<file path="config.mk">
export PLATFORM = sky130hd
export DESIGN_NAME = uim_uart_irq_err
export DESIGN_NICKNAME = d
export VERILOG_FILES = /design/src/verilog/uim_pkg.sv /design/src/verilog/uim_uart_irq_err.sv
export SDC_FILE = /design/constraint.sdc
export NUM_CORES = 1
export LEC_CHECK = 0
export ABC_AREA = 1
export BUFFER_PORTS_ARGS = -buffer_cell sky130_fd_sc_hd__clkbuf_2
export CAP_MARGIN = 20
export CORE_MARGIN = 2
export CORE_UTILIZATION = 35
export DETAILED_ROUTE_END_ITERATION = 8
export GPL_TIMING_DRIVEN = 0
export HOLD_SLACK_MARGIN = 0.02
export PLACE_DENSITY = 0.52
export SETUP_SLACK_MARGIN = 0.15
export SLEW_MARGIN = 40
export SYNTH_ARGS = -nofsm -noshare
export SYNTH_HDL_FRONTEND = slang
export SYNTH_SLANG_ARGS = --single-unit
</file>
<file path="constraint.sdc">
create_clock -name i_clk -period 2.7 [get_ports i_clk]
set_input_delay 0.54 -clock i_clk [delete_from_list [all_inputs] [get_ports i_clk]]
set_output_delay 0.54 -clock i_clk [all_outputs]
set_load 0.03 [all_outputs]
</file>
<file path="src/verilog/uim_pkg.sv">
// Constants, register map and carrier types of the UART interrupt-mask
// and receive-error block. Assumes a 32-bit AXI4-Lite register bus.
`default_nettype none

package uim_pkg;

  // ---------------------------------------------------------------
  // Register map (byte addresses)
  // ---------------------------------------------------------------
  localparam int unsigned ADDR_W           = 12;
  localparam logic [11:0] OFS_EVT_STAT     = 12'h100;
  localparam logic [11:0] OFS_INTEN_SET    = 12'h304;
  localparam logic [11:0] OFS_INTEN_CLR    = 12'h308;
  localparam logic [11:0] OFS_ERR_SRC      = 12'h480;

  // ---------------------------------------------------------------
  // Field layouts and reset values
  // ---------------------------------------------------------------
  // Event bits 0,1,2,4,7,8,9,17,19,20,22
  localparam logic [31:0] EVT_IMPL_MASK    = 32'h005a_0397;
  localparam int unsigned EVT_ERROR_BIT    = 9;
  localparam int unsigned ERR_OVERRUN_BIT  = 0;
  localparam int unsigned ERR_PARITY_BIT   = 1;
  localparam int unsigned ERR_FRAMING_BIT  = 2;
  localparam int unsigned ERR_BREAK_BIT    = 3;
  localparam logic [31:0] ERR_IMPL_MASK    = 32'h0000_000f;
  localparam logic [31:0] INTEN_RESET      = 32'h0000_0000;
  localparam logic [31:0] ERR_SRC_RESET    = 32'h0000_0000;
  localparam logic [31:0] EVT_STAT_RESET   = 32'h0000_0000;

  // ---------------------------------------------------------------
  // Frame lengths in bit times, bus responses
  // ---------------------------------------------------------------
  localparam logic [3:0]  FRAME_BITS_NOPAR = 4'ha;
  localparam logic [3:0]  FRAME_BITS_PAR   = 4'hb;
  localparam logic [1:0]  RESP_OKAY        = 2'h0;
  localparam logic [1:0]  RESP_SLVERR      = 2'h2;

  // ---------------------------------------------------------------
  // Carrier types
  // ---------------------------------------------------------------
  typedef struct packed {
    logic              awvalid;
    logic [ADDR_W-1:0] awaddr;
    logic              wvalid;
    logic [31:0]       wdata;
    logic [3:0]        wstrb;
    logic              bready;
    logic              arvalid;
    logic [ADDR_W-1:0] araddr;
    logic              rready;
  } uim_axi_req_type;

  typedef struct packed {
    logic        awready;
    logic        wready;
    logic        bvalid;
    logic [1:0]  bresp;
    logic        arready;
    logic        rvalid;
    logic [31:0] rdata;
    logic [1:0]  rresp;
  } uim_axi_resp_type;

  // Strobes from the receiver, same clock as this block
  typedef struct packed {
    logic start_bit;
    logic holding_full;
    logic char_done;
    logic parity_bad;
    logic stop_bad;
    logic parity_on;
    logic bit_tick;
  } uim_rx_stat_type;

  typedef struct packed {
    logic              aw_got;
    logic [ADDR_W-1:0] aw_addr;
    logic              w_got;
    logic [31:0]       w_data;
    logic [3:0]        w_strb;
    logic              bvalid;
    logic [1:0]        bresp;
    logic              rvalid;
    logic [31:0]       rdata;
    logic [1:0]        rresp;
    logic [31:0]       inten;
    logic [31:0]       err_src;
    logic [31:0]       evt_stat;
    logic              rxd_meta;
    logic              rxd_sync;
    logic [3:0]        low_cnt;
    logic              brk_seen;
    logic              irq;
  } uim_state_type;

endpackage

`default_nettype wire

</file>
<file path="src/verilog/uim_uart_irq_err.sv">
// Interrupt-enable set/clear registers, sticky event status and the
// receive error-source flags of a UART, behind an AXI4-Lite slave.
// Assumes event and receiver strobes are one-cycle pulses on i_clk;
// the serial input pin is asynchronous and is synchronised here.
//
// Implementation choice: register access over AXI4-Lite.
`default_nettype none

module uim_uart_irq_err (
  input  wire logic                      i_clk,
  input  wire logic                      i_reset_n,
  input  wire uim_pkg::uim_axi_req_type  i_axi,
  output var uim_pkg::uim_axi_resp_type  o_axi,
  input  wire logic [31:0]               i_evt,
  input  wire uim_pkg::uim_rx_stat_type  i_rx,
  input  wire logic                      i_rxd,
  output logic                           o_irq
);

  // -----------------------------------------------------------------
  // Helpers
  // -----------------------------------------------------------------
  // Expand byte strobes to a bit mask; used by every write path
  function automatic logic [31:0] lane_mask(input logic [3:0] strb);
    lane_mask = {{8{strb[3]}}, {8{strb[2]}}, {8{strb[1]}}, {8{strb[0]}}};
  endfunction

  // Read decode: hit flag and data
  function automatic logic [32:0] rd_decode(input logic [11:0] addr,
                                            input uim_pkg::uim_state_type s);
    case (addr)
      uim_pkg::OFS_EVT_STAT:  rd_decode = {1'b1, s.evt_stat};
      uim_pkg::OFS_INTEN_SET: rd_decode = {1'b1, s.inten};
      uim_pkg::OFS_INTEN_CLR: rd_decode = {1'b1, s.inten};
      uim_pkg::OFS_ERR_SRC:   rd_decode = {1'b1, s.err_src};
      default:                rd_decode = {1'b0, 32'h0000_0000};
    endcase
  endfunction

  uim_pkg::uim_state_type state_reg;
  uim_pkg::uim_state_type state_next;

  logic        aw_take;
  logic        w_take;
  logic        ar_take;
  logic        wr_fire;
  logic [11:0] wr_addr;
  logic [31:0] wr_bits;
  logic [32:0] rd_hit_data;
  logic [31:0] err_set;
  logic [31:0] evt_set;
  logic [3:0]  frame_len;
  logic        rd_stat;

  // -----------------------------------------------------------------
  // Bus handshakes; one write and one read in flight at most
  // -----------------------------------------------------------------
  assign o_axi.awready = !state_reg.aw_got && !state_reg.bvalid;
  assign o_axi.wready  = !state_reg.w_got && !state_reg.bvalid;
  assign o_axi.bvalid  = state_reg.bvalid;
  assign o_axi.bresp   = state_reg.bresp;
  assign o_axi.arready = !state_reg.rvalid;
  assign o_axi.rvalid  = state_reg.rvalid;
  assign o_axi.rdata   = state_reg.rdata;
  assign o_axi.rresp   = state_reg.rresp;
  assign o_irq         = state_reg.irq;

  // Address and data may arrive in either order; commit once both held
  assign aw_take = i_axi.awvalid && o_axi.awready;
  assign w_take  = i_axi.wvalid && o_axi.wready;
  assign ar_take = i_axi.arvalid && o_axi.arready;
  assign wr_fire = (state_reg.aw_got || aw_take) && (state_reg.w_got || w_take);
  assign wr_addr = state_reg.aw_got ? state_reg.aw_addr : i_axi.awaddr;
  assign wr_bits = state_reg.w_got
                 ? (state_reg.w_data & lane_mask(state_reg.w_strb))
                 : (i_axi.wdata & lane_mask(i_axi.wstrb));
  assign rd_hit_data = rd_decode(i_axi.araddr, state_reg);
  assign rd_stat     = ar_take && (i_axi.araddr == uim_pkg::OFS_EVT_STAT);

  // -----------------------------------------------------------------
  // Receive error detection
  // -----------------------------------------------------------------
  assign frame_len = i_rx.parity_on ? uim_pkg::FRAME_BITS_PAR : uim_pkg::FRAME_BITS_NOPAR;

  always_comb begin
    err_set = 32'h0000_0000;
    // Byte still unread when the next start bit lands
    err_set[uim_pkg::ERR_OVERRUN_BIT] = i_rx.start_bit && i_rx.holding_full;
    // Parity only judged while the checker is switched on
    err_set[uim_pkg::ERR_PARITY_BIT]  = i_rx.char_done && i_rx.parity_on
                                        && i_rx.parity_bad;
    err_set[uim_pkg::ERR_FRAMING_BIT] = i_rx.char_done && i_rx.stop_bad;
    // One break per low stretch: brk_seen blocks repeats
    err_set[uim_pkg::ERR_BREAK_BIT]   = !state_reg.rxd_sync && i_rx.bit_tick
                                        && !state_reg.brk_seen
                                        && (state_reg.low_cnt >= frame_len);
  end

  // Events from the UART plus an error event whenever a flag fires
  always_comb begin
    evt_set = i_evt & uim_pkg::EVT_IMPL_MASK;
    evt_set[uim_pkg::EVT_ERROR_BIT] = i_evt[uim_pkg::EVT_ERROR_BIT] || (|err_set);
  end

  // -----------------------------------------------------------------
  // Next-state logic
  // -----------------------------------------------------------------
  always_comb begin
    state_next = state_reg;

    // Pin synchroniser; only rxd_sync is looked at
    state_next.rxd_meta = i_rxd;
    state_next.rxd_sync = state_reg.rxd_meta;

    // Low-time counter in bit ticks, saturating above a frame
    if (state_reg.rxd_sync) begin
      state_next.low_cnt  = 4'h0;
      state_next.brk_seen = 1'b0;
    end else if (i_rx.bit_tick) begin
      if (state_reg.low_cnt != 4'hf) begin
        state_next.low_cnt = state_reg.low_cnt + 4'h1;
      end
      if (err_set[uim_pkg::ERR_BREAK_BIT]) begin
        state_next.brk_seen = 1'b1;
      end
    end

    // Write channel capture
    if (aw_take && !wr_fire) begin
      state_next.aw_got  = 1'b1;
      state_next.aw_addr = i_axi.awaddr;
    end
    if (w_take && !wr_fire) begin
      state_next.w_got  = 1'b1;
      state_next.w_data = i_axi.wdata;
      state_next.w_strb = i_axi.wstrb;
    end
    if (state_reg.bvalid && i_axi.bready) begin
      state_next.bvalid = 1'b0;
    end

    // Error flags: write-one clears, a same-cycle detect wins
    state_next.err_src = state_reg.err_src;
    if (wr_fire && wr_addr == uim_pkg::OFS_ERR_SRC) begin
      state_next.err_src = state_reg.err_src & ~wr_bits;
    end
    state_next.err_src = (state_next.err_src | err_set) & uim_pkg::ERR_IMPL_MASK;

    // Commit a write and answer it
    if (wr_fire) begin
      state_next.aw_got = 1'b0;
      state_next.w_got  = 1'b0;
      state_next.bvalid = 1'b1;
      state_next.bresp  = uim_pkg::RESP_OKAY;
      case (wr_addr)
        uim_pkg::OFS_INTEN_SET: begin
          state_next.inten = state_reg.inten | (wr_bits & uim_pkg::EVT_IMPL_MASK);
        end
        uim_pkg::OFS_INTEN_CLR: begin
          state_next.inten = state_reg.inten & ~wr_bits;
        end
        uim_pkg::OFS_ERR_SRC: begin
          state_next.bresp = uim_pkg::RESP_OKAY;
        end
        // Status is read-to-clear; writes are accepted and ignored
        uim_pkg::OFS_EVT_STAT: begin
          state_next.bresp = uim_pkg::RESP_OKAY;
        end
        default: begin
          state_next.bresp = uim_pkg::RESP_SLVERR;
        end
      endcase
    end

    // Read: data captured at the address handshake
    if (state_reg.rvalid && i_axi.rready) begin
      state_next.rvalid = 1'b0;
    end
    if (ar_take) begin
      state_next.rvalid = 1'b1;
      state_next.rdata  = rd_hit_data[31:0];
      state_next.rresp  = rd_hit_data[32] ? uim_pkg::RESP_OKAY : uim_pkg::RESP_SLVERR;
    end

    // Sticky events: a read clears, but a new event in that cycle stays
    state_next.evt_stat = (rd_stat ? 32'h0000_0000 : state_reg.evt_stat) | evt_set;

    // Level interrupt from next values so it tracks status with no lag
    state_next.irq = |(state_next.evt_stat & state_next.inten);
  end

  // -----------------------------------------------------------------
  // State register
  // -----------------------------------------------------------------
  always_ff @(posedge i_clk) begin
    if (!i_reset_n) begin
      state_reg          <= '0;
      state_reg.inten    <= uim_pkg::INTEN_RESET;
      state_reg.err_src  <= uim_pkg::ERR_SRC_RESET;
      state_reg.evt_stat <= uim_pkg::EVT_STAT_RESET;
      state_reg.rxd_meta <= 1'b1;
      state_reg.rxd_sync <= 1'b1;
    end else begin
      state_reg <= state_next;
    end
  end
endmodule // uim_uart_irq_err

`default_nettype wire

</file>
==> impl_metrics.csv, run 1 <==
group,metric,value,unit
power,power_density,660,mW/mm²
sta,fmax,427,MHz
placed_design,place.gp.congestion,0.826,
sta,rsz0062_at_grt,"no",
die,num_rows,53,
hold_path,min_to,"state_next[6]",
clock_tree,cts_tree,"done",
power,peakVddDrop,0.435,mV
sta,max_slew_margin,0.545,
die,initial_core_util,0.357,
global_routing,grt_use_met2,0.344,
power,seq_power_share,0.427,
logic_synthesis,ys_ff_latch,162,
clock_tree,cts_sinks,162,
logic_synthesis,ys_warn_count,0,
layout,layout_commonest_cell,"nand2_1",
die,die_h,151,µm
sta,period_needed,2340,ps
die,core_area,0.0211,mm²
sta,tightest_slew,682,ps
global_routing,grt_pass1_vias,6896,
power,power_leakage,4.04,nW
die,die_area,0.0227,mm²
clock_tree,cts.htree.levels,4,
placed_design,io_buffers,125,
setup_path,reg2regPathDepth,17,
outcome,status,"finished, final reports clean",
flow_run,drv_cap,0,
layout,drive_above_1_share,0.193,
clock_tree,cts.path.max_buffers,2,
routing,drt-wirelength-per-cell,14.7,µm
die,io_pins,149,
power,p_int,4.45,mW
sta,finalHoldViolations,0,
routing,drtAntennaViolNets,0,
sta,period_share,0.867,
layout,nets,1347,
setup_path,critPathArrivalTime,2620,ps
setup_path,reg2reg_to,"o_irq",
hold_path,whs_path_depth,2,
layout,fin_cells,1526,
power,power,6.10,mW
placed_design,dp_cells,1488,
clock_tree,cts_hold_buf,0,
layout,layout_common_cells,"277 x nand2_1, 162 x dfxtp_1, 132 x nor2_1",
logic_synthesis,netlist-cell-type-count,39,
routing,vias,7148,
power,p_clk_frac,0.430,
sta,setup_viol,0,
clock_tree,cts-root-buf,"clkbuf_16",
power,combPwrFrac,0.142,
setup_path,worst_setup_path_end_kind,"flop",
sta,maxSlewViolCount,0,
global_routing,grt_antenna_before_repair,0,
setup_path,crit_fanout,10,
power,power_switching,1.65,mW
routing,wirelength,22500,µm
setup_path,crit_required,2980,ps
sta,fin_skew,8.48,ps
setup_path,startpoint,"state_reg[191]",
layout,largest_reg_flops,124,
hold_path,hp-class,"in2reg",
logic_synthesis,syn_inst,1087,
clock_tree,cts-buffers-inserted,17,
setup_path,r2r-start,"state_reg[191]",
clock_tree,clock_latency,430,ps
logic_synthesis,yosysSeqAreaShare,0.431,
hold_path,min_from,"i_rxd",
clock_tree,clk_pin_slew_worst_paths,60,ps
global_routing,grt_pass1_wl,36100,µm
global_routing,grt_overflow_total,0,
power,sw_frac_of_total,0.270,
routing,drc,0,
setup_path,reg2reg_slack,360,ps
layout,area_growth,22.8,%
global_routing,grt_max_degree,17,
placed_design,dp_hpwl,16900,µm
routing,firstDrtPassIters,5,
setup_path,cp-start-kind,"flop",
logic_synthesis,syn_area_per_cell,6.92,µm²
layout,diodes,0,
routing,drt_iter0_drc,414,
logic_synthesis,syn_area,0.00752,mm²
global_routing,use_met3,0.0330,
sta,final.setup.tns,0,ps
global_routing,grt.total_usage,0.207,
setup_path,crit_type,"reg2reg",
global_routing,use_met1,0.278,
global_routing,grt.busiest_layer,"met2",
die,die_w,151,µm
routing,vias_per_cell,4.68,
[critical path: stages, from the launching register on]
cell	delay, ps
dfxtp_1	310
buf_6	130
buf_6	140
nand2_1	80
nand2_1	70
nor2_1	100
nand2_1	90
nor2_4	150
nand2_2	90
nor2_4	200
clkbuf_16	180
nand2_1	70
nand3b_1	80
nand2_1	60
nor2_1	140
nand2_1	110
nor2_1	110
a21oi_1	80
[Yosys cell counts]
cell / count / area [µm²]
o21ai_1: 2 / 10.0
nor2_2: 3 / 18.8
nor3b_1: 3 / 22.5
a211oi_1: 1 / 7.51
or2_2: 2 / 12.5
o221ai_1: 4 / 35.0
buf_6: 4 / 45.0
buf_2: 11 / 55.1
o21bai_1: 7 / 52.6
and3_1: 2 / 12.5
inv_1: 126 / 473
nand3_1: 12 / 60.1
clkbuf_1: 32 / 120
o21ai_2: 2 / 17.5
nor3_1: 4 / 20.0
o22ai_1: 8 / 50.1
nand2_1: 280 / 1050
a21oi_1: 91 / 455
o31ai_1: 2 / 15.0
conb_1: 1 / 3.75
a21o_1: 3 / 22.5
o21a_1: 2 / 15.0
a32oi_1: 1 / 8.76
nand4_1: 18 / 113
nand2_2: 2 / 12.5
ha_1: 2 / 25.0
o21ai_0: 84 / 420
dfxtp_1: 162 / 3240
nor2_1: 133 / 499
buf_4: 39 / 293
and3b_1: 1 / 8.76
nor2_4: 4 / 45.0
o2111ai_1: 1 / 8.76
inv_4: 1 / 6.26
a22oi_1: 14 / 105
inv_2: 2 / 7.51
nand3b_1: 16 / 120
nor4_1: 3 / 18.8
a31oi_1: 2 / 12.5
[power groups by stage]
stage               clock network [mW]  logic, mW  registers (mW)
finish                            2.62      0.868            2.61
global route                      2.78      0.988            2.62
CTS                               2.68      0.858            2.61
detailed placement                   0      0.852            2.66
global placement                     0      0.845            2.66
floorplan                            0      0.566            2.65
[cell families after synthesis]
| kind of cell | Yosys count | share of synthesized area |
|---|---|---|
| AND/OR/NAND/NOR | 483 | 0.268 |
| buffers and inverters | 215 | 0.133 |
| AO/OA/AOI/OAI | 224 | 0.164 |
| other | 1 | 0.000499 |
| flip-flops | 162 | 0.431 |
| adder cells (fa/ha/maj) | 2 | 0.00333 |
[cell type report]
| class | instances | area [µm²] |
|---|---|---|
| fill | 2301 | 11900 |
| multi-input combinational | 711 | 3310 |
| sequential | 162 | 3240 |
| timing repair buffer | 131 | 688 |
| buffer | 86 | 518 |
| inverter | 129 | 490 |
| clock buffer | 20 | 467 |
| tap | 275 | 344 |
| clock inverter | 12 | 179 |
[per-layer routing]
layer | wire [µm] | share of wire | up-vias
li1 | - | - | 3725
met4 | 451 | 0.020 | 0
met2 | 10100 | 0.45 | 170
met5 | 0 | 0 | -
met3 | 963 | 0.043 | 24
met1 | 10900 | 0.48 | 3229
[worst max-delay path by stage]
stage	to	slack [ps]
final	o_irq	360
after global placement	o_irq	-470
after global routing	o_irq	150
after CTS	o_irq	190
after floorplan	o_irq	660
after detailed placement	o_irq	-440
[timing repair]
action                                  in CTS  in global routing
endpoints found under the setup margin       1                  1
endpoints found under the hold margin        0                  0
cloned                                       0                  1
buffers inserted                             1                  4
pin swaps                                    0                  5
gates resized for setup                      2                  9
[per-stage QoR]
| step | cell area [µm²] | setup slack [ps] | hold WS [ps] | utilization |
|---|---|---|---|---|
| 3_5_place_dp | 8500 | -439 | 398 | 0.403 |
| 6_report | 9240 | 359 | 302 | 0.438 |
| 2_1_floorplan | 7530 | 662 | 393 | - |
| 3_3_place_gp | 8500 | -473 | 396 | 0.403 |
| 4_1_cts | 9160 | 194 | 287 | 0.434 |
| 5_1_grt | 9240 | 150 | 303 | 0.438 |
Power figures use the tool's default switching activity.
==> inputs of run 2 (changes only) <==
- ABC_AREA: 1 -> not set
==> impl_metrics.csv, run 2 <==
group,metric,value,unit
logic_synthesis,syn_area,0.00714,mm²
sta,finalHoldViolations,0,
sta,layout_setup_ws,-274,ps
die,die_area,0.0215,mm²
logic_synthesis,async_reset_ff_frac,0,
power,power_leakage,3.78,nW
logic_synthesis,yosysTopAreaCell,"dfxtp_1",
routing,top_layer,"met4",
sta,tightest_slew,713,ps
power,sw_frac_of_total,0.267,
clock_tree,cts.htree.levels,4,
clock_tree,cts_tree,"done",
clock_tree,cts.path.max_buffers,2,
layout,nets,1112,
routing,vias,6792,
placed_design,pre_cts_slack,-1070,ps
sta,maxSlewViolCount,0,
routing,wirelength,23100,µm
setup_path,startpoint,"state_reg[191]",
sta,rsz0062_at_grt,"yes",
global_routing,grt.total_usage,0.214,
global_routing,grt_pass1_vias,6169,
clock_tree,clk_pin_slew_worst_paths,70,ps
global_routing,grt_max_degree,17,
layout,drive_above_1_share,0.256,
power,power_switching,1.57,mW
routing,drt-wirelength-per-cell,18.0,µm
sta,period_needed,2970,ps
routing,met3_length,1680,µm
clock_tree,cts-buffers-inserted,17,
logic_synthesis,synth_top_area_share,0.454,
logic_synthesis,ys_warn_count,0,
sta,period_share,1.10,
routing,drtAntennaViolNets,0,
sta,fmax,336,MHz
die,initial_core_util,0.355,
logic_synthesis,synth-edff-count,0,
hold_path,hp-class,"in2reg",
logic_synthesis,yosysSeqAreaShare,0.454,
logic_synthesis,syn_area_per_cell,8.45,µm²
clock_tree,cts-root-buf,"clkbuf_16",
setup_path,r2r-start,"state_reg[191]",
power,power_density,649,mW/mm²
routing,wl_met1,11200,µm
clock_tree,cts_sinks,162,
power,power,5.89,mW
setup_path,crit_type,"reg2reg",
placed_design,io_buffers,125,
logic_synthesis,netlist-cell-type-count,57,
logic_synthesis,yosys-top-cells-area,"dfxtp_1 45%, nand2_1 6.6%, a21oi_1 5.3%",
layout,area_growth,27.3,%
layout,nFillCells,2053,
logic_synthesis,syn_inst,844,
setup_path,crit_required,2980,ps
die,num_rows,52,
layout,layout_common_cells,"161 x dfxtp_1, 135 x clkbuf_2, 125 x nand2_1",
routing,drt_iter0_drc,577,
global_routing,grt_overflow_total,0,
die,die_w,147,µm
power,combPwrFrac,0.127,
layout,diodes,0,
routing,firstDrtPassIters,7,
logic_synthesis,yosysMostFrequentCell,"dfxtp_1",
power,p_int,4.32,mW
layout,largest_reg_flops,124,
routing,drc,0,
sta,max_slew_margin,0.525,
power,peakVddDrop,0.418,mV
setup_path,cp-start-kind,"flop",
outcome,failed_checks,"negative setup slack",
die,core_area,0.0201,mm²
placed_design,dp_hpwl,17400,µm
logic_synthesis,synthTopCellsByCount,"162 x dfxtp_1, 126 x nand2_1, 77 x nor2_1",
logic_synthesis,ys_ff_latch,162,
outcome,status,"complete, but fails checks",
setup_path,crit_fanout,10,
clock_tree,clock_latency,430,ps
power,p_clk_frac,0.442,
placed_design,place.gp.congestion,0.910,
global_routing,grt_antenna_before_repair,0,
sta,fin_skew,9.62,ps
hold_path,min_from,"i_axi[0]",
sta,setup_viol,1,
setup_path,critPathArrivalTime,3250,ps
die,io_pins,149,
setup_path,worst_setup_path_end_kind,"flop",
power,seq_power_share,0.431,
logic_synthesis,synthFlopType,"dfxtp_1",
die,die_h,147,µm
setup_path,reg2reg_slack,-270,ps
global_routing,grt_pass1_wl,35500,µm
layout,layout_commonest_cell,"dfxtp_1",
flow_run,drv_cap,0,
routing,wl_met2,9770,µm
routing,vias_per_cell,5.28,
run 2: cell count changes after synthesis, moves of 10 or more:
| cell | before | now |
|---|---|---|
| inv_1 | 126 | 11 |
| a41oi_1 | 0 | 22 |
| clkbuf_1 | 32 | 49 |
| a21oi_1 | 91 | 75 |
| nor2_1 | 133 | 77 |
| a221oi_1 | 0 | 28 |
| nand2_1 | 280 | 126 |
| a22o_1 | 0 | 33 |
| o21ai_0 | 84 | 8 |
| nand3b_1 | 16 | 6 |
| and3_1 | 2 | 29 |
| mux2i_1 | 0 | 13 |
| nor3_1 | 4 | 33 |
run 2: final timing paths:
check | end | cells past startpoint
worst max register to register | o_irq | 10
worst min-delay path | o_axi[34] | 2
worst max-delay path | o_irq | 10
worst min register to register | state_reg[6] | 1
run 2: power groups by stage:
| stage | logic [mW] | clock network [mW] | registers [mW] |
|---|---|---|---|
| after global routing | 0.815 | 2.76 | 2.55 |
| after floorplan | 0.468 | 0 | 2.57 |
| after global placement | 0.714 | 0 | 2.59 |
| after detailed placement | 0.718 | 0 | 2.59 |
| final | 0.746 | 2.61 | 2.54 |
| after CTS | 0.739 | 2.65 | 2.54 |
run 2: per-layer routing:
metal  GRT usage  vias up
met1       0.320     3146
met3      0.0379       36
li1            -     3341
met2       0.311      269
met4      0.0684        0
met5           0        -
run 2: final cells by class:
class / count / area [µm²] / area share
Buffer: 101 / 598 / 0.0658
Clock buffer: 18 / 429 / 0.0472
Clock inverter: 14 / 201 / 0.0222
Inverter: 12 / 45.0 / 0.00496
Multi-Input combinational cell: 569 / 3480 / 0.383
Sequential cell: 162 / 3250 / 0.357
Tap cell: 270 / 338 / 0.0372
Timing Repair Buffer: 140 / 746 / 0.0821
run 2: critical path, stage by stage (launching register included):
cell	delay [ps]
dfxtp_4	360
or4b_4	520
a222oi_1	310
buf_4	200
buf_4	120
buf_6	140
a41oi_1	170
nor4_1	330
nand4_1	200
o31ai_2	270
a41oi_2	180
run 2: logic make-up (layout without fill, tap and decap cells):
logic type                 count (synthesis)  after routing  share of synthesized area
and+or+nand+nor                          341            341                      0.228
AOI/OAI and AO/OA                        206            206                      0.208
DFF                                      162            162                      0.454
buffers and inverters                    114            285                     0.0814
muxes                                     13             13                     0.0182
xor gates and xnor gates                   5              5                    0.00614
adders and majority gates                  2              2                    0.00351
other                                      1              2                   0.000526
run 2: what timing repair did:
| item | in CTS | in global routing |
|---|---|---|
| resized for setup | 41 | 24 |
| hold buffers | 0 | 0 |
| setup buffers | 7 | 8 |
| pin swaps | 10 | 7 |
| endpoints found under the hold margin | 0 | 0 |
| endpoints found under the setup margin | 48 | 42 |
run 2: metrics by stage:
stage,cells,hold WS (ps),instance area (µm²),utilization,TNS [ps]
after floorplan,845,386,7140,-,-55.6
after global placement,1240,389,8100,0.403,-27180
after detailed placement,1240,398,8110,0.403,-21300
after CTS,1279,276,8950,0.445,-150
after global routing,1286,279,9080,0.452,-324
final,1286,289,9080,0.452,-274
